<file path="src/design/acr_pkg.sv">
// package: field layout, codes, timing constants for the converter control and status block
package acr_pkg;

  // write word layout
  localparam int WR_TARGET_HI_POS = 15;
  localparam int WR_TARGET_LO_POS = 14;
  localparam logic [1:0] TARGET_NONE    = 2'h0;
  localparam logic [1:0] TARGET_TEST    = 2'h1;
  localparam logic [1:0] TARGET_CAL     = 2'h2;
  localparam logic [1:0] TARGET_CONTROL = 2'h3;

  // control field positions
  localparam int CTL_ZERO_HI_POS  = 13;
  localparam int CTL_ZERO_LO_POS  = 10;
  localparam int CTL_POWER_HI_POS = 9;
  localparam int CTL_POWER_LO_POS = 8;
  localparam int CTL_READ_HI_POS  = 7;
  localparam int CTL_READ_LO_POS  = 6;
  localparam int CTL_RANGE_POS    = 5;
  localparam int CTL_CONV_GO_POS  = 4;
  localparam int CTL_CLASS_POS    = 3;
  localparam int CTL_CAL_HI_POS   = 2;
  localparam int CTL_CAL_LO_POS   = 1;
  localparam int CTL_CAL_GO_POS   = 0;

  localparam logic [13:0] CONTROL_RESET = 14'h0000;
  localparam logic [15:0] STATE_RESET   = 16'h0000;
  localparam logic [1:0]  STATE_ONES    = 2'h3;

  // read select codes
  localparam logic [1:0] READ_DATA   = 2'h0;
  localparam logic [1:0] READ_TEST   = 2'h1;
  localparam logic [1:0] READ_CAL    = 2'h2;
  localparam logic [1:0] READ_STATE  = 2'h3;

  // durations of each step less one, in clock cycles
  localparam logic [7:0] CONV_CYCLES   = 8'h10;
  localparam logic [7:0] STEP_DAC      = 8'h40;
  localparam logic [7:0] STEP_GAIN     = 8'h20;
  localparam logic [7:0] STEP_OFFSET   = 8'h20;

  // calibration step kinds
  typedef enum logic [2:0] {
    STEP_NONE     = 3'h0,
    STEP_DAC_K    = 3'h1,
    STEP_IGAIN    = 3'h2,
    STEP_IOFFSET  = 3'h3,
    STEP_SGAIN    = 3'h4,
    STEP_SOFFSET  = 3'h5
  } acr_step_t;

  // top-level sequencer states, gray along idle->conv->cal->done
  typedef enum logic [1:0] {
    SEQ_IDLE = 2'b00,
    SEQ_CONV = 2'b01,
    SEQ_CAL  = 2'b11,
    SEQ_DONE = 2'b10
  } acr_seq_t;

  typedef struct packed {
    logic       wr;
    logic [7:0] data;
    logic       high_byte;
  } acr_byte_wr_t;

  typedef struct packed {
    logic [1:0] power_sel;
    logic       input_range_sel;
    logic       busy;
    logic       conv_active;
    logic       cal_active;
    acr_step_t  step;
  } acr_status_t;

endpackage

</file>
<file path="src/design/acr_ctrl_regs.sv">
// control register decode, start sequencing and status register read path
`timescale 1ns/10ps
module acr_ctrl_regs
  import acr_pkg::*;
(
  input  wire logic        i_ref_clk,       // converter clock, 20 MHz
  input  wire logic        i_sys_rst,       // synchronous reset, active high
  input  wire logic        i_wr_n,          // byte write strobe pin, active low
  input  wire logic        i_rd_n,          // byte read strobe pin, active low
  input  wire logic        i_high_byte,     // byte select pin, 1 = high byte
  input  wire logic [7:0]  i_data,          // data lines in
  input  wire logic [11:0] i_conv_result,   // conversion result from the converter core
  input  wire logic [13:0] i_test_value,    // test register contents
  input  wire logic [13:0] i_cal_value,     // addressed calibration coefficient
  output logic      [7:0]  o_data,          // data lines out
  output logic             o_data_oe_n,     // data line enable, low while driving
  output logic      [1:0]  o_power_sel,     // power-down mode select
  output logic             o_input_range_sel, // 0 unipolar, 1 bipolar
  output logic      [1:0]  o_cal_reg_addr,  // calibration coefficient address
  output logic             o_test_wr,       // one-cycle pulse: 14-bit test write
  output logic             o_cal_wr,        // one-cycle pulse: 14-bit calibration write
  output logic      [13:0] o_wr_value,      // value for test or calibration write
  output logic             o_conv_busy,     // conversion in progress
  output logic             o_cal_busy,      // calibration in progress
  output acr_step_t        o_cal_step       // current calibration step
);

  typedef struct packed {
    logic [2:0]  wr_sync;
    logic [2:0]  rd_sync;
    logic [1:0]  hb_sync;
    logic [15:0] d_sync;
    logic [7:0]  low_byte;
    logic        low_seen;
    logic [13:0] control;
    acr_seq_t    seq;
    logic [1:0]  step_idx;
    logic [7:0]  count;
    logic [7:0]  data;
    logic        data_oe_n;
    logic        test_wr;
    logic        cal_wr;
    logic [13:0] wr_value;
    logic [1:0]  power;
    logic        range_sel;
    logic [1:0]  cal_addr;
    logic        conv_busy;
    logic        cal_busy;
    acr_step_t   step;
  } acr_state_t;

  acr_state_t r;
  acr_state_t next_r;
  acr_step_t  plan_step;
  acr_step_t  next_step;
  logic [1:0] next_idx;
  logic [7:0] next_len;
  logic       wr_fall;
  logic       rd_fall;
  logic       rd_rise;
  logic [15:0] word;
  logic [15:0] state_word;
  logic [15:0] read_word;
  logic [7:0]  step_len;

  acr_cal_plan u_plan (
    .i_code  (r.control[CTL_CLASS_POS:CTL_CAL_LO_POS]),
    .i_index (r.step_idx),
    .o_step  (plan_step)
  );

  // the step after the current one sets the length loaded at each hand-over
  assign next_idx = r.step_idx + 2'h1;

  acr_cal_plan u_plan_next (
    .i_code  (r.control[CTL_CLASS_POS:CTL_CAL_LO_POS]),
    .i_index (next_idx),
    .o_step  (next_step)
  );

  // stages [0] are read only by stage [1]; edges use later stages
  assign wr_fall = ~r.wr_sync[1] & r.wr_sync[2];
  assign rd_fall = ~r.rd_sync[1] & r.rd_sync[2];
  assign rd_rise = r.rd_sync[1] & ~r.rd_sync[2];
  assign word    = {r.d_sync[15:8], r.low_byte};

  always_comb begin
    unique case (plan_step)
      STEP_DAC_K:              step_len = STEP_DAC;
      STEP_IGAIN, STEP_SGAIN:  step_len = STEP_GAIN;
      default:                 step_len = STEP_OFFSET;
    endcase
  end

  always_comb begin
    unique case (next_step)
      STEP_DAC_K:              next_len = STEP_DAC;
      STEP_IGAIN, STEP_SGAIN:  next_len = STEP_GAIN;
      default:                 next_len = STEP_OFFSET;
    endcase
  end

  always_comb begin
    state_word = STATE_RESET;
    state_word[CTL_POWER_HI_POS:CTL_POWER_LO_POS] = r.control[CTL_POWER_HI_POS:CTL_POWER_LO_POS];
    state_word[CTL_READ_HI_POS:CTL_READ_LO_POS]   = STATE_ONES;
    state_word[CTL_RANGE_POS]   = r.control[CTL_RANGE_POS];
    state_word[CTL_CONV_GO_POS] = (r.seq != SEQ_IDLE);
    state_word[CTL_CLASS_POS:CTL_CAL_LO_POS] = r.control[CTL_CLASS_POS:CTL_CAL_LO_POS];
    state_word[CTL_CAL_GO_POS]  = r.control[CTL_CAL_GO_POS];
  end

  always_comb begin
    unique case (r.control[CTL_READ_HI_POS:CTL_READ_LO_POS])
      READ_DATA:  read_word = {4'h0, i_conv_result};
      READ_TEST:  read_word = {2'h0, i_test_value};
      READ_CAL:   read_word = {2'h0, i_cal_value};
      READ_STATE: read_word = state_word;
    endcase
  end

  always_comb begin
    next_r          = r;
    next_r.wr_sync  = {r.wr_sync[1:0], i_wr_n};
    next_r.rd_sync  = {r.rd_sync[1:0], i_rd_n};
    next_r.hb_sync  = {r.hb_sync[0], i_high_byte};
    next_r.d_sync   = {r.d_sync[7:0], i_data};
    next_r.test_wr  = 1'b0;
    next_r.cal_wr   = 1'b0;

    // the operation sequencer
    unique case (r.seq)
      SEQ_IDLE: ;
      SEQ_CONV: begin
        if (r.count == 8'h00) begin
          next_r.seq = SEQ_DONE;
        end else begin
          next_r.count = r.count - 8'h01;
        end
      end
      SEQ_CAL: begin
        if (plan_step == STEP_NONE) begin
          next_r.seq = SEQ_DONE;
        end else if (r.count == 8'h00) begin
          next_r.step_idx = r.step_idx + 2'h1;
          next_r.count    = next_len;
        end else begin
          next_r.count = r.count - 8'h01;
        end
      end
      SEQ_DONE: begin
        next_r.seq = SEQ_IDLE;
        next_r.control[CTL_CONV_GO_POS] = 1'b0;
        next_r.control[CTL_CAL_GO_POS]  = 1'b0;
      end
    endcase

    // byte pairing: low first, high completes the word
    if (wr_fall) begin
      if (!r.hb_sync[1]) begin
        next_r.low_byte = r.d_sync[15:8];
        next_r.low_seen = 1'b1;
      end else if (r.low_seen) begin
        next_r.low_seen = 1'b0;
        next_r.wr_value = word[13:0];
        unique case (word[WR_TARGET_HI_POS:WR_TARGET_LO_POS])
          TARGET_NONE: ;
          TARGET_TEST: next_r.test_wr = 1'b1;
          TARGET_CAL:  next_r.cal_wr  = 1'b1;
          TARGET_CONTROL: begin
            // a busy block keeps its running start bits and ignores new starts
            if (r.seq == SEQ_IDLE) begin
              next_r.control = word[13:0];
              next_r.control[CTL_ZERO_HI_POS:CTL_ZERO_LO_POS] = 4'h0;
              if (word[CTL_CAL_GO_POS]) begin
                next_r.seq      = SEQ_CAL;
                next_r.step_idx = 2'h0;
                next_r.count    = STEP_DAC;
                next_r.control[CTL_CONV_GO_POS] = 1'b0;
              end else if (word[CTL_CONV_GO_POS]) begin
                next_r.seq   = SEQ_CONV;
                next_r.count = CONV_CYCLES;
              end
            end else begin
              next_r.control[CTL_CAL_GO_POS:0] = r.control[CTL_CAL_GO_POS:0];
              next_r.control[CTL_POWER_HI_POS:CTL_RANGE_POS] = word[CTL_POWER_HI_POS:CTL_RANGE_POS];
            end
          end
        endcase
      end
    end

    // first step length follows the plan once the code is known
    if (r.seq == SEQ_CAL && r.step_idx == 2'h0 && r.count == STEP_DAC && plan_step != STEP_DAC_K) begin
      next_r.count = step_len;
    end

    // read drive: byte picked by the byte select pin
    if (rd_fall) begin
      next_r.data      = r.hb_sync[1] ? read_word[15:8] : read_word[7:0];
      next_r.data_oe_n = 1'b0;
    end else if (rd_rise) begin
      next_r.data_oe_n = 1'b1;
    end

    // output copies follow the settled next state, so they change with it, except the step copy, which lags one cycle
    next_r.power     = next_r.control[CTL_POWER_HI_POS:CTL_POWER_LO_POS];
    next_r.range_sel = next_r.control[CTL_RANGE_POS];
    next_r.cal_addr  = next_r.control[CTL_CAL_HI_POS:CTL_CAL_LO_POS];
    next_r.conv_busy = (next_r.seq == SEQ_CONV);
    next_r.cal_busy  = (next_r.seq == SEQ_CAL);
    next_r.step      = (r.seq == SEQ_CAL) ? plan_step : STEP_NONE;
  end

  always_ff @(posedge i_ref_clk) begin
    if (i_sys_rst) begin
      r           <= '0;
      r.wr_sync   <= 3'h7;
      r.rd_sync   <= 3'h7;
      r.control   <= CONTROL_RESET;
      r.seq       <= SEQ_IDLE;
      r.data_oe_n <= 1'b1;
    end else begin
      r <= next_r;
    end
  end

  assign o_data            = r.data;
  assign o_data_oe_n       = r.data_oe_n;
  assign o_power_sel       = r.power;
  assign o_input_range_sel = r.range_sel;
  assign o_cal_reg_addr    = r.cal_addr;
  assign o_test_wr         = r.test_wr;
  assign o_cal_wr          = r.cal_wr;
  assign o_wr_value        = r.wr_value;
  assign o_conv_busy       = r.conv_busy;
  assign o_cal_busy        = r.cal_busy;
  assign o_cal_step        = r.step;

endmodule

</file>
<file path="src/design/acr_cal_plan.sv">
// calibration step planner: maps a calibration code and step index to a step kind
`timescale 1ns/10ps
module acr_cal_plan
  import acr_pkg::*;
(
  input  wire logic [2:0] i_code,   // class, select hi, select lo
  input  wire logic [1:0] i_index,  // step number in the sequence
  output acr_step_t       o_step    // step kind, none past the end
);

  always_comb begin
    o_step = STEP_NONE;
    unique case (i_code)
      3'h0: begin
        unique case (i_index)
          2'h0:    o_step = STEP_DAC_K;
          2'h1:    o_step = STEP_IGAIN;
          2'h2:    o_step = STEP_IOFFSET;
          default: o_step = STEP_NONE;
        endcase
      end
      3'h1: o_step = (i_index == 2'h0) ? STEP_IGAIN : ((i_index == 2'h1) ? STEP_IOFFSET : STEP_NONE);
      3'h2: o_step = (i_index == 2'h0) ? STEP_IOFFSET : STEP_NONE;
      3'h3: o_step = (i_index == 2'h0) ? STEP_IGAIN : STEP_NONE;
      3'h4: begin
        unique case (i_index)
          2'h0:    o_step = STEP_DAC_K;
          2'h1:    o_step = STEP_SGAIN;
          2'h2:    o_step = STEP_SOFFSET;
          default: o_step = STEP_NONE;
        endcase
      end
      3'h5: o_step = (i_index == 2'h0) ? STEP_SGAIN : ((i_index == 2'h1) ? STEP_SOFFSET : STEP_NONE);
      3'h6: o_step = (i_index == 2'h0) ? STEP_SOFFSET : STEP_NONE;
      3'h7: o_step = (i_index == 2'h0) ? STEP_SGAIN : STEP_NONE;
    endcase
  end

endmodule

</file>
<file path="config.mk">
export PLATFORM = sky130hd
export DESIGN_NAME = acr_ctrl_regs
export DESIGN_NICKNAME = d
export VERILOG_FILES = /design/src/design/acr_pkg.sv /design/src/design/acr_ctrl_regs.sv /design/src/design/acr_cal_plan.sv
export SDC_FILE = /design/constraint.sdc
export NUM_CORES = 1
export LEC_CHECK = 0
export ABC_AREA = 0
export ABC_CLOCK_PERIOD_IN_PS = 2050
export BUFFER_PORTS_ARGS = -buffer_cell sky130_fd_sc_hd__buf_2
export CAP_MARGIN = 25
export CORE_UTILIZATION = 49
export CTS_CLUSTER_DIAMETER = 50
export DETAILED_ROUTE_END_ITERATION = 12
export GPL_ROUTABILITY_DRIVEN = 0
export PLACE_DENSITY_LB_ADDON = 0.3
export RECOVER_POWER = 100
export SLEW_MARGIN = 30
export SYNTH_ARGS = -nofsm -noshare
export SYNTH_HDL_FRONTEND = slang
export SYNTH_SLANG_ARGS = --single-unit
</file>
<file path="constraint.sdc">
create_clock -name i_ref_clk -period 2.05 [get_ports i_ref_clk]
set_input_delay 0.1025 -clock i_ref_clk [delete_from_list [all_inputs] [get_ports i_ref_clk]]
set_output_delay 0.1025 -clock i_ref_clk [all_outputs]
set_load 0.05 [all_outputs]
</file>
* Word-level counts from Yosys, hierarchy flattened
Index checks and enable logic that the tools add are counted.
** Storage, ports and cells
- Flip-flop bits (word level) :: 90
- Bits of input ports :: 53
- Output and inout bits :: 35
- Logic and storage cells :: 137
** Operators by class
- $add $sub $neg :: 2
- Equality and inequality tests :: 27
- Mux-type cells :: 56
- Bitwise gates (word level) :: 10
- Reduce and logical (&&, ||, !) cells :: 18
** Operator list (count)
- two-way mux 22 bit :: 4
- case mux 16 bit (4 select lines) :: 1
- two-way mux 8 bit :: 6
- case mux 3 bit (8 select lines) :: 2
- two-way mux 3 bit :: 10
- two-way mux 2 bit :: 13
- equality test 2 bit (second input constant) :: 9
- case mux 2 bit (3 select lines) :: 3
- case mux 3 bit (3 select lines) :: 2
- case mux 8 bit (2 select lines) :: 1
- two-way mux 7 bit :: 2
- equality test 2 x 1 -> 1 bit (second input constant) :: 6
- equality test 3 bit (second input constant) :: 4
- two-way mux 12 bit :: 1
- two-way mux 10 bit :: 1
- equality test 3 x 1 -> 1 bit (second input constant) :: 3
- two-way mux 1 bit :: 9
- equality test 8 x 7 -> 1 bit (second input constant) :: 1
- zero test 2 bit :: 4
- zero test 8 bit :: 1
- subtractor 8 x 1 -> 8 bit (second input constant) :: 1
- inverter 1 bit :: 7
- equality test 3 x 2 -> 1 bit (second input constant) :: 2
- zero test 3 bit :: 2
- other kinds (13) :: 18

* Longest topological paths before layout
Gate-level depths: netlist of the first run.
- Depth in word-level cells :: 18
- Mapped depth :: 9
- Mapped depth without buffers :: 9

* Cells and area by module
A second synthesis of the first run with hierarchy kept.
** Second synthesis, totals
- Cells, all modules :: 444
- Area, all modules :: 4022.6 um^2
** By module, submodules not included
- acr_ctrl_regs :: instances 1, cells each 410, area each 3772.4 um^2, sequential area each 1681.6 um^2
- acr_cal_plan :: instances 2, cells each 17, area each 125.1 um^2, sequential area each 0.0 um^2

* Least setup slack after synthesis of the first run
No wires, ideal clock.
- Path type :: reg-to-reg
- Start point :: reg r[43] (netlist name)
- End point :: reg r[41] (netlist name)
- Library setup time :: 0.074 ns
- Arrival :: 2.016 ns
- Data required time :: 1.976 ns
- Path slack :: -0.040 ns
- Cell stages (with the launch flop) :: 8
- Path buffers :: 0
- Period minus slack after synthesis :: 2.090 ns
- Path through :: dfxtp_1 inv_1 ha_1 xnor2_1 o41ai_1 a21oi_1 or4_1 a31oi_1
** Between the ends
- Word-level cells in the longest chain between the ends :: 18
- Elaborated cells on any way between the ends :: 49
- Those cells by class :: 1 x add/sub; 7 x eq/ne; 35 x mux; 6 x reduce/logical
** Ends and longest elaborated chain
- start, declared :: line acr_ctrl_regs.sv:52 : acr_state_t r;
- start signal, assigned :: line acr_ctrl_regs.sv:224 : r <= next_r;
- adder 2 x 1 -> 2 bit :: line acr_ctrl_regs.sv:73 : assign next_idx = r.step_idx + 2'h1;
- equality test 2 x 1 -> 1 bit
- two-way mux 3 bit / two-way mux 2 bit (equally long branches) :: line acr_cal_plan.sv:33, acr_cal_plan.sv:22
- two-way mux 3 bit, on equally long branches :: line acr_cal_plan.sv:33, acr_cal_plan.sv:22
- case mux 3 bit (8 select lines) :: line acr_cal_plan.sv:13 : unique case (i_code)
- equality test 3 x 1 -> 1 bit :: line acr_ctrl_regs.sv:96 : unique case (next_step)
- two-way mux 7 bit :: line acr_ctrl_regs.sv:96
- two-way mux 8 bit :: line acr_ctrl_regs.sv:144 : end else if (r.count == 8'h00) begin
- [2 not listed]
- two-way mux 8 bit :: line acr_ctrl_regs.sv:180 : end else if (word[CTL_CONV_GO_POS]) begin
- two-way mux 8 bit :: line acr_ctrl_regs.sv:175 : if (word[CTL_CAL_GO_POS]) begin
- two-way mux 12 bit :: line acr_ctrl_regs.sv:172 : if (r.seq == SEQ_IDLE) begin
- two-way mux 22 bit :: line acr_ctrl_regs.sv:166 : unique case (word[WR_TARGET_HI_POS:WR_TARGET_LO_POS])
- two-way mux 22 bit :: line acr_ctrl_regs.sv:163 : end else if (r.low_seen) begin
- two-way mux 22 bit :: line acr_ctrl_regs.sv:160 : if (!r.hb_sync[1]) begin
- two-way mux 22 bit :: line acr_ctrl_regs.sv:159 : if (wr_fall) begin
- two-way mux 8 bit (*) :: line acr_ctrl_regs.sv:194 : if (r.seq == SEQ_CAL && r.step_idx == 2'h0 && r.count == STEP_DAC && plan_step != STEP_DAC_K) begin
Mark *: on every way between the ends. The rest lies on a longest branch, timed or not.
A chain may end at the register's enable or synchronous reset.

* Worst setup path after layout of the first run
- Start point :: reg r[44] (netlist name)
- End point :: reg r[41] (netlist name)
The elaborated chain is that of the path after synthesis.

==> results.toml, run 1 <==
[route]
drc = 0
via_per_inst = 5.56
ant_nets = 0
finalWirelength_um = 9830
drt_pass1_iterations = 6
detail_route.iter0.violations = 177
wl_per_cell_um = 15.5
vias = 3529

[power]
power.leakage_nw = 1.77
cellPowerDensity_nw_per_um2 = 626
clock_power_share_pct = 35.8
p_int_mw = 2.25
comb_power_share_pct = 8.8
seqPwrFrac_pct = 55.3
sw_frac_of_total_pct = 26.1
ir_drop_mv = 0.451
net-switching-power_mw = 0.792

[global_route]
grtUsageTotal_pct = 22.6
grt_antenna_before_repair = 0
pin_count_of_the_biggest_net_entering_global_routing = 31
first_global_vias = 3276
grt_overflow = 0
grt_first_pass_wirelength_um = 15300

[sta]
postLayoutSetupSlackWorst_ns = -0.0164
post-route-min-period_ns = 2.07
fin_worst_skew_ns = 0.0122
timing.hold.ws_ns = 0.110
rsz0062_at_grt = "true"
max_freq_ghz = 0.484
actual_transition_at_the_worst_max_transition_pin_ns = 1.31
setup_viol = 1
timing.max_slew.rel_slack_pct = 13.0
timing.final.hold_violations = 0
layout_worst_path_cycle_share_pct = 101
drv_slew = 0

[floorplanning]
die_w_um = 92.6
start_util_pct = 51.2
row_count = 32
die-area_sq_um = 8570
top_level_ports = 88
floorplan.core_area_sq_um = 7850
fp.dieH_um = 92.6

[cts]
cts_tree = "built"
cts.reportedPaths.clkPinSlew_ns = 0.09
clock-sinks = 84
tritoncts.num_buffers = 9
cts.root.buffer_cell = "sky130_fd_sc_hd__clkbuf_8"
ctsHtreeMaxLevel = 3
clock_latency_ns = 0.35
cts_max_path_buffers = 2

[worst_setup_path]
worst_ep_arrival_time_ns = 2.34
critical_path_required_ns = 2.32
crit_path_end_kind = "register"
timing.critical_path.from_type = "register"
worstPathMaxFanout = 5
path_class = "register to register"
critical_path.cell_chain = "ha_1 > or3b_4 > a21oi_4 > a211oi_4 > or4_1 > a31oi_1"
worst-path-buf-inv = 0
critical-path-max-stage-delay_ns = 0.55
timing.critical_path.slowest_stage_cell = "sky130_fd_sc_hd__or4_1"
cp_top_family = "simple AND/OR/NAND/NOR gates"

[synth]
yosysTopAreaCell = "sky130_fd_sc_hd__dfxtp_1"
syn_area_sq_um = 4020
synthesis.nets = 507
count_of_flip_flops_with_a_built_in_enable_after_synthesis = 0
synth.yosys.warnings = 0
ys_dominant_reg_cell = "sky130_fd_sc_hd__dfxtp_1"
ys_seq_area_share_pct = 41.9
ys_async_sr_fraction_pct = 0
post_synth.cell_area_avg_sq_um = 9.07
synth_area_leaders = "sky130_fd_sc_hd__dfxtp_1 42%, sky130_fd_sc_hd__nand2_1 5.5%, sky130_fd_sc_hd__buf_4 5.4%"
synth_largest_type_area_fraction_pct = 41.9
syn-instance-count = 443
ys_types = 61
synth-seq-cells = 84

[finish]
final_cell_area_sq_um = 4860
top_library_cells_by_usage_in_the_layout_fill_and_taps_aside = "82 x sky130_fd_sc_hd__dfxtp_1, 58 x sky130_fd_sc_hd__nand2_1, 52 x sky130_fd_sc_hd__buf_2, 36 x sky130_fd_sc_hd__clkbuf_1, 33 x sky130_fd_sc_hd__a21oi_1"
final_layout_size_suffix_gt1_share_pct = 27.4
most_common_library_cell_in_the_layout_ignoring_fill_and_taps = "sky130_fd_sc_hd__dfxtp_1"
antenna_cells = 0
final_standard_cell_utilization_of_the_core_pct = 61.9
instances_no_fill = 635
flow.area_growth_from_synthesis_pct = 20.9
nNetsFinal = 592

[place]
buffer_ports.inserted = 87
detailedPlacementHpwl_um = 6890
placedInstanceArea_sq_um = 4460
dpl_cells = 604

[run_status]
violations = "negative setup slack"
run_status = "finished with violations"

[run]
max-cap-violations = 0

[hold_path]
worstHoldPathType = "input pin to register"
-- stage by stage --
step / power (mW) / TNS [ns] / setup WS, ns
2_1_floorplan: 1.88 / -0.00893 / -0.00636
3_3_place_gp: 1.97 / -0.00948 / -0.00353
3_5_place_dp: 1.97 / -0.350 / -0.0711
4_1_cts: 3.06 / 0 / 0.00732
5_1_grt: 3.16 / -0.378 / -0.0804
6_report: 3.04 / -0.0164 / -0.0164
-- what timing repair did --
item                                    in CTS  in global routing
hold buffers                                11                  0
pin swaps                                    4                  9
setup buffers                                2                  2
endpoints found under the setup margin       8                 13
hold endpoints to repair                    11                  0
resized for setup                            6                 19
-- per-layer routing --
| metal | vias up | global-route usage, % | routed length, um | part of all wire, % |
|---|---|---|---|---|
| met3 | 21 | 4.35 | 568 | 5.8 |
| met5 | - | 0 | 0 | 0 |
| met2 | 140 | 38.6 | 4770 | 49 |
| met4 | 0 | 10.7 | 193 | 2.0 |
| met1 | 1664 | 27.3 | 4290 | 44 |
| li1 | 1704 | - | - | - |
-- layout make-up --
| type | count | area [sq um] |
|---|---|---|
| Fill cell | 700 | 2990 |
| Multi-Input combinational cell | 294 | 2080 |
| Sequential cell | 84 | 1690 |
| Timing Repair Buffer | 128 | 733 |
| Tap cell | 102 | 128 |
| Clock buffer | 9 | 124 |
| Clock inverter | 7 | 58.8 |
| Inverter | 11 | 46.3 |
-- final timing paths --
path,from,end,slack (ns),cells past startpoint
max,r[44],r[41],-0.02,6
min,i_cal_value[13],o_data[5],0.11,3
max reg2reg,r[44],r[41],-0.02,6
min reg2reg,next_r[89],next_r[90],0.42,1
-- cell families (layout without fill, tap and decap cells) --
kind of cell	after synthesis	after routing	share of synthesized area, %
AND/OR/NAND/NOR	170	170	21.8
multiplexers	26	26	9.03
XOR/XNOR	1	1	0.218
AO/OA/AOI/OAI	86	86	14.6
flip-flops	84	84	41.9
adder cells (fa/ha/maj)	11	11	3.43
buffers and inverters	65	155	9.09
-- sequential cells by signal (all words and copies together), names as in the netlist, 3 cells and up --
name        flops
next_r         13
o_cal_step      3
o_data          8
o_wr_value     14
r              41
-- power groups by stage --
stage	Clock [mW]	Sequential, mW	Combinational [mW]
3_5_place_dp	0	1.72	0.252
2_1_floorplan	0	1.71	0.169
5_1_grt	1.18	1.69	0.294
4_1_cts	1.11	1.68	0.269
6_report	1.09	1.68	0.268
3_3_place_gp	0	1.72	0.248
-- worst register-to-register path: cells and delay by family (launching register included) --
family / cells / cell delay [ns]
compound gates: 3 / 0.47
flops: 1 / 0.37
fa+ha+maj: 1 / 0.20
simple gates: 2 / 0.95
-- cell usage after synthesis, types with 9 or more instances --
master and instances:
sky130_fd_sc_hd__nor2b_1 20, sky130_fd_sc_hd__ha_1 11, sky130_fd_sc_hd__mux2i_1 16, sky130_fd_sc_hd__nand2_1 59, sky130_fd_sc_hd__nor2_1 30, sky130_fd_sc_hd__a21oi_1 33, sky130_fd_sc_hd__inv_1 9, sky130_fd_sc_hd__buf_4 29
sky130_fd_sc_hd__dfxtp_1 84, sky130_fd_sc_hd__clkbuf_1 22
Note: power is estimated with default switching activity, not from simulation.
==> run 2: changes to the inputs <==
- ABC_CLOCK_PERIOD_IN_PS: 2050 -> 2500
- CORE_UTILIZATION: 49 -> 50
- TNS_END_PERCENT: unset -> 20
- clock period: 2.05 -> 2.5 ns (I/O delays scaled with it)
==> run 2 against run 1 <==
Compared with the run above:
- wire length is 7.0% lower
- setup slack better by 0.24 ns
- sequential power is 18% lower
- sequential share of layout area is 2.0 points higher
- critical path depth stayed put
- via count is 4.2% lower
- the run ends with max-capacitance violations, max-slew violations left
- largest cell class unchanged
- design area is 5.5% lower
==> results.toml, run 2 (same netlist as run 1, synthesis figures left out) <==
[run_status]
run_status = "finished with violations"
violations = "max-capacitance violations, max-slew violations"

[finish]
final_layout_size_suffix_gt1_share_pct = 20.5
antenna_cells = 0
most_flops_register = "r"
flow.area_growth_from_synthesis_pct = 14.2
flip_flop_count_of_the_largest_register_after_layout = 41
most_common_library_cell_in_the_layout_ignoring_fill_and_taps = "sky130_fd_sc_hd__dfxtp_1"
nNetsFinal = 575
instances_no_fill = 618
top_library_cells_by_usage_in_the_layout_fill_and_taps_aside = "83 x sky130_fd_sc_hd__dfxtp_1, 59 x sky130_fd_sc_hd__nand2_1, 51 x sky130_fd_sc_hd__buf_2, 40 x sky130_fd_sc_hd__clkbuf_1, 33 x sky130_fd_sc_hd__a21oi_1"

[worst_setup_path]
critical_path_required_ns = 2.65
timing.critical_path.from_type = "register"
crit_path_end_kind = "register"
critical_path.cell_chain = "inv_1 > ha_1 > nor3_1 > o2111ai_1 > a31oi_1 > nor3_1"
worst_ep_arrival_time_ns = 2.43
timing.critical_path.slowest_stage_cell = "sky130_fd_sc_hd__dfxtp_1"
critical-path-top-cell-by-count = "sky130_fd_sc_hd__nor3_1"
worstPathMaxFanout = 6
path_class = "register to register"
cp_top_family = "compound AO/OA/AOI/OAI gates"
critical-path-max-stage-delay_ns = 0.44
worst-path-buf-inv = 1

[global_route]
pin_count_of_the_biggest_net_entering_global_routing = 47
grtUsageTotal_pct = 22.2
first_global_vias = 3228
grt_overflow = 0
grt_antenna_before_repair = 0
grt_first_pass_wirelength_um = 14900

[sta]
timing.hold.ws_ns = 0.0174
timing.final.hold_violations = 0
fin_worst_skew_ns = 0.0117
timing.max_slew.rel_slack_pct = -21.6
setup_viol = 0
fin_setup_tns_ns = 0
drv_slew = 47
post-route-min-period_ns = 2.28
actual_transition_at_the_worst_max_transition_pin_ns = 1.82
layout_worst_path_cycle_share_pct = 91.1
rsz0062_at_grt = "false"
max_freq_ghz = 0.439

[place]
buffer_ports.inserted = 87
detailedPlacementHpwl_um = 6670
dpl_cells = 592

[route]
via_per_inst = 5.47
drt_pass1_iterations = 4
met2WireLength_um = 4300
m1WireLength_um = 4060
finalWirelength_um = 9140
vias = 3382
drc = 0
route.met3.wl_um = 648
ant_nets = 0
highest-signal-layer = "met4"
wl_per_cell_um = 14.8
detail_route.iter0.violations = 241

[floorplanning]
floorplan.core_area_sq_um = 7770
die_w_um = 91.6
die-area_sq_um = 8400
row_count = 32
start_util_pct = 51.7
fp.dieH_um = 91.6
top_level_ports = 88

[cts]
clock_latency_ns = 0.35
cts_tree = "built"
post-cts-setup-buffer-count = 0
cts.reportedPaths.clkPinSlew_ns = 0.09
clock-sinks = 84
cts_max_path_buffers = 2
ctsHtreeMaxLevel = 3
cts.root.buffer_cell = "sky130_fd_sc_hd__clkbuf_8"
tritoncts.num_buffers = 9

[run]
max-cap-violations = 1

[power]
power.leakage_nw = 1.68
ir_drop_mv = 0.379
cellPowerDensity_nw_per_um2 = 559

[hold_path]
worstHoldPathType = "input pin to register"
==> run 2: path summary, 6_finish.rpt <==
kind | start | end | slack, ns | depth (start not counted)
worst max register to register | r[44] | o_cal_busy | 0.22 | 6
worst min-delay path | i_high_byte | next_r[87] | 0.02 | 2
worst max-delay path | r[44] | o_cal_busy | 0.22 | 6
worst min register to register | next_r[89] | next_r[90] | 0.43 | 1
==> run 2: per-stage QoR <==
stage	setup slack (ns)	area, sq um	total power [mW]	util (%)
6_report	0.222	4590	2.56	59.1
5_1_grt	0.0345	4590	2.66	59.1
4_1_cts	0.137	4660	2.58	60.1
3_5_place_dp	0.158	4360	1.61	56.2
3_3_place_gp	0.260	4360	1.61	56.2
2_1_floorplan	0.410	4020	1.54	-
==> run 2: what timing repair did <==
item,4_1_cts,5_1_grt
resized for setup,0,1
endpoints found under the setup margin,0,4
hold buffers,10,0
hold endpoints to repair,10,0
==> run 2: cell type report <==
class	instances	area, sq um
Clock buffer	10	128
Timing Repair Buffer	111	582
Clock inverter	6	72.6
Fill cell	721	3180
Inverter	11	43.8
Tap cell	102	128
Multi-Input combinational cell	294	1950
Sequential cell	84	1680
==> run 2: routing by layer <==
metal	track usage [%]	vias to the layer above
met5	0	-
met4	8.47	0
met3	4.31	11
met2	38.3	144
met1	27.4	1559
li1	-	1668
==> run 2: worst reg2reg max path: cells and delay by family (launching register included) <==
kind	cells	cell delay (ns)
flip-flops	1	0.44
AND/OR/NAND/NOR	2	0.41
adder cells (fa/ha/maj)	1	0.36
AO/OA/AOI/OAI	2	0.73
buffers and inverters	1	0.14
==> run 2: report_power, final <==
part	switching [mW]	internal (mW)
clock	0.500	0.473
sequential	0.0152	1.36
combinational	0.114	0.0992
total	0.629	1.94
==> run 3: changes to the inputs <==
- MAX_ROUTING_LAYER: unset -> met4
==> run 3 against run 2 <==
Compared with the run above:
- the run still ends with max-capacitance violations, max-slew violations left
- final cell count stayed put
- clock skew shrank 0.0039 ns
- first-iteration DRC count fell by 15%
- critical path type unchanged
- critical endpoint unchanged
- largest power group unchanged
==> results.toml, run 3 (same netlist as run 1, synthesis figures left out) <==
[route]
drt_pass1_iterations = 7
drc = 0
finalWirelength_um = 9130
ant_nets = 0
via_per_inst = 5.50
wl_per_cell_um = 14.8
detail_route.iter0.violations = 204
vias = 3398

[global_route]
grt_antenna_before_repair = 0
pin_count_of_the_biggest_net_entering_global_routing = 47
grt_first_pass_wirelength_um = 14900
first_global_vias = 3231
grtUsageTotal_pct = 22.9
grt_overflow = 0

[finish]
final_standard_cell_utilization_of_the_core_pct = 59.1
final_layout_size_suffix_gt1_share_pct = 20.5
most_common_library_cell_in_the_layout_ignoring_fill_and_taps = "sky130_fd_sc_hd__dfxtp_1"
flip_flop_count_of_the_largest_register_after_layout = 41
nNetsFinal = 575
flow.area_growth_from_synthesis_pct = 14.2
final_cell_area_sq_um = 4590
num-fill-cells = 721
top_library_cells_by_usage_in_the_layout_fill_and_taps_aside = "83 x sky130_fd_sc_hd__dfxtp_1, 59 x sky130_fd_sc_hd__nand2_1, 51 x sky130_fd_sc_hd__buf_2, 40 x sky130_fd_sc_hd__clkbuf_1, 33 x sky130_fd_sc_hd__a21oi_1"
instances_no_fill = 618
antenna_cells = 0
most_flops_register = "r"

[sta]
setup_viol = 0
fin_worst_skew_ns = 0.00778
actual_transition_at_the_worst_max_transition_pin_ns = 1.84
fin_setup_tns_ns = 0
timing.final.hold_violations = 0
postLayoutSetupSlackWorst_ns = 0.203
timing.hold.ws_ns = 0.0150
post-route-min-period_ns = 2.30
rsz0062_at_grt = "false"
layout_worst_path_cycle_share_pct = 91.9
timing.max_slew.rel_slack_pct = -22.8
max_freq_ghz = 0.435
drv_slew = 47

[worst_setup_path]
path_class = "register to register"
timing.critical_path.from_type = "register"
worst_ep_arrival_time_ns = 2.45
critical_path_required_ns = 2.65
worstPathMaxFanout = 6
crit_path_end_kind = "register"

[floorplanning]
die-area_sq_um = 8400
start_util_pct = 51.7
floorplan.core_area_sq_um = 7770
row_count = 32
top_level_ports = 88
die_w_um = 91.6
fp.dieH_um = 91.6

[power]
p_total_mw = 2.56
ir_drop_mv = 0.382
cellPowerDensity_nw_per_um2 = 559
power.leakage_nw = 1.68

[place]
dpl_cells = 592
placedInstanceArea_sq_um = 4360
buffer_ports.inserted = 87
detailedPlacementHpwl_um = 6670
preCtsSetupSlack_ns = 0.158

[run]
max-cap-violations = 1

[cts]
clock_latency_ns = 0.35
cts_tree = "built"
cts.reportedPaths.clkPinSlew_ns = 0.09
clock-sinks = 84
cts_max_path_buffers = 2
cts.root.buffer_cell = "sky130_fd_sc_hd__clkbuf_8"
post-cts-setup-buffer-count = 0
tritoncts.num_buffers = 9
ctsHtreeMaxLevel = 3

[run_status]
violations = "max-capacitance violations, max-slew violations"
run_status = "finished with violations"

[hold_path]
worstHoldPathType = "input pin to register"
run 3: cell counts in the layout (fill, tap and decap cells not counted):
No cell type changed its count.
run 3: routing by layer:
| layer | global-route usage (%) | wire length [um] | vias to the layer above |
|---|---|---|---|
| met5 | - | 0 | - |
| met4 | 8.47 | 138 | 0 |
| met3 | 4.48 | 694 | 19 |
| met2 | 38.5 | 4300 | 156 |
| met1 | 27.2 | 4000 | 1557 |
| li1 | - | - | 1666 |
run 3: area by class of cell:
type | instances | area (sq um) | area share (%)
repair buffers | 111 | 582 | 12.7
multi-input cells | 294 | 1950 | 42.5
clock buffers | 10 | 128 | 2.78
flip-flops and latches | 84 | 1680 | 36.7
clock inverters | 6 | 72.6 | 1.58
well taps | 102 | 128 | 2.78
inverters | 11 | 43.8 | 0.954
run 3: repair_timing:
action	4_1_cts	5_1_grt
hold buffers	10	0
endpoints found under the hold margin	10	0
gates resized for setup	0	1
setup endpoints to repair	0	4
run 3: critical path, stage by stage, from the launching register on:
cell,delay [ns]
sky130_fd_sc_hd__dfxtp_1,0.43
sky130_fd_sc_hd__inv_1,0.13
sky130_fd_sc_hd__ha_1,0.36
sky130_fd_sc_hd__nor3_1,0.33
sky130_fd_sc_hd__o2111ai_1,0.37
sky130_fd_sc_hd__a31oi_1,0.38
sky130_fd_sc_hd__nor3_1,0.10
run 3: path summary, 6_finish.rpt:
kind | end | depth (start not counted) | start | slack, ns
min reg2reg | next_r[90] | 1 | next_r[89] | 0.42
max | o_cal_busy | 6 | r[44] | 0.20
max reg2reg | o_cal_busy | 6 | r[44] | 0.20
min | next_r[87] | 2 | i_high_byte | 0.01
run 3: where the power goes:
| group | switching (mW) | internal [mW] |
|---|---|---|
| sequential | 0.0153 | 1.36 |
| clock | 0.500 | 0.473 |
| combinational | 0.114 | 0.0992 |
| total | 0.629 | 1.94 |
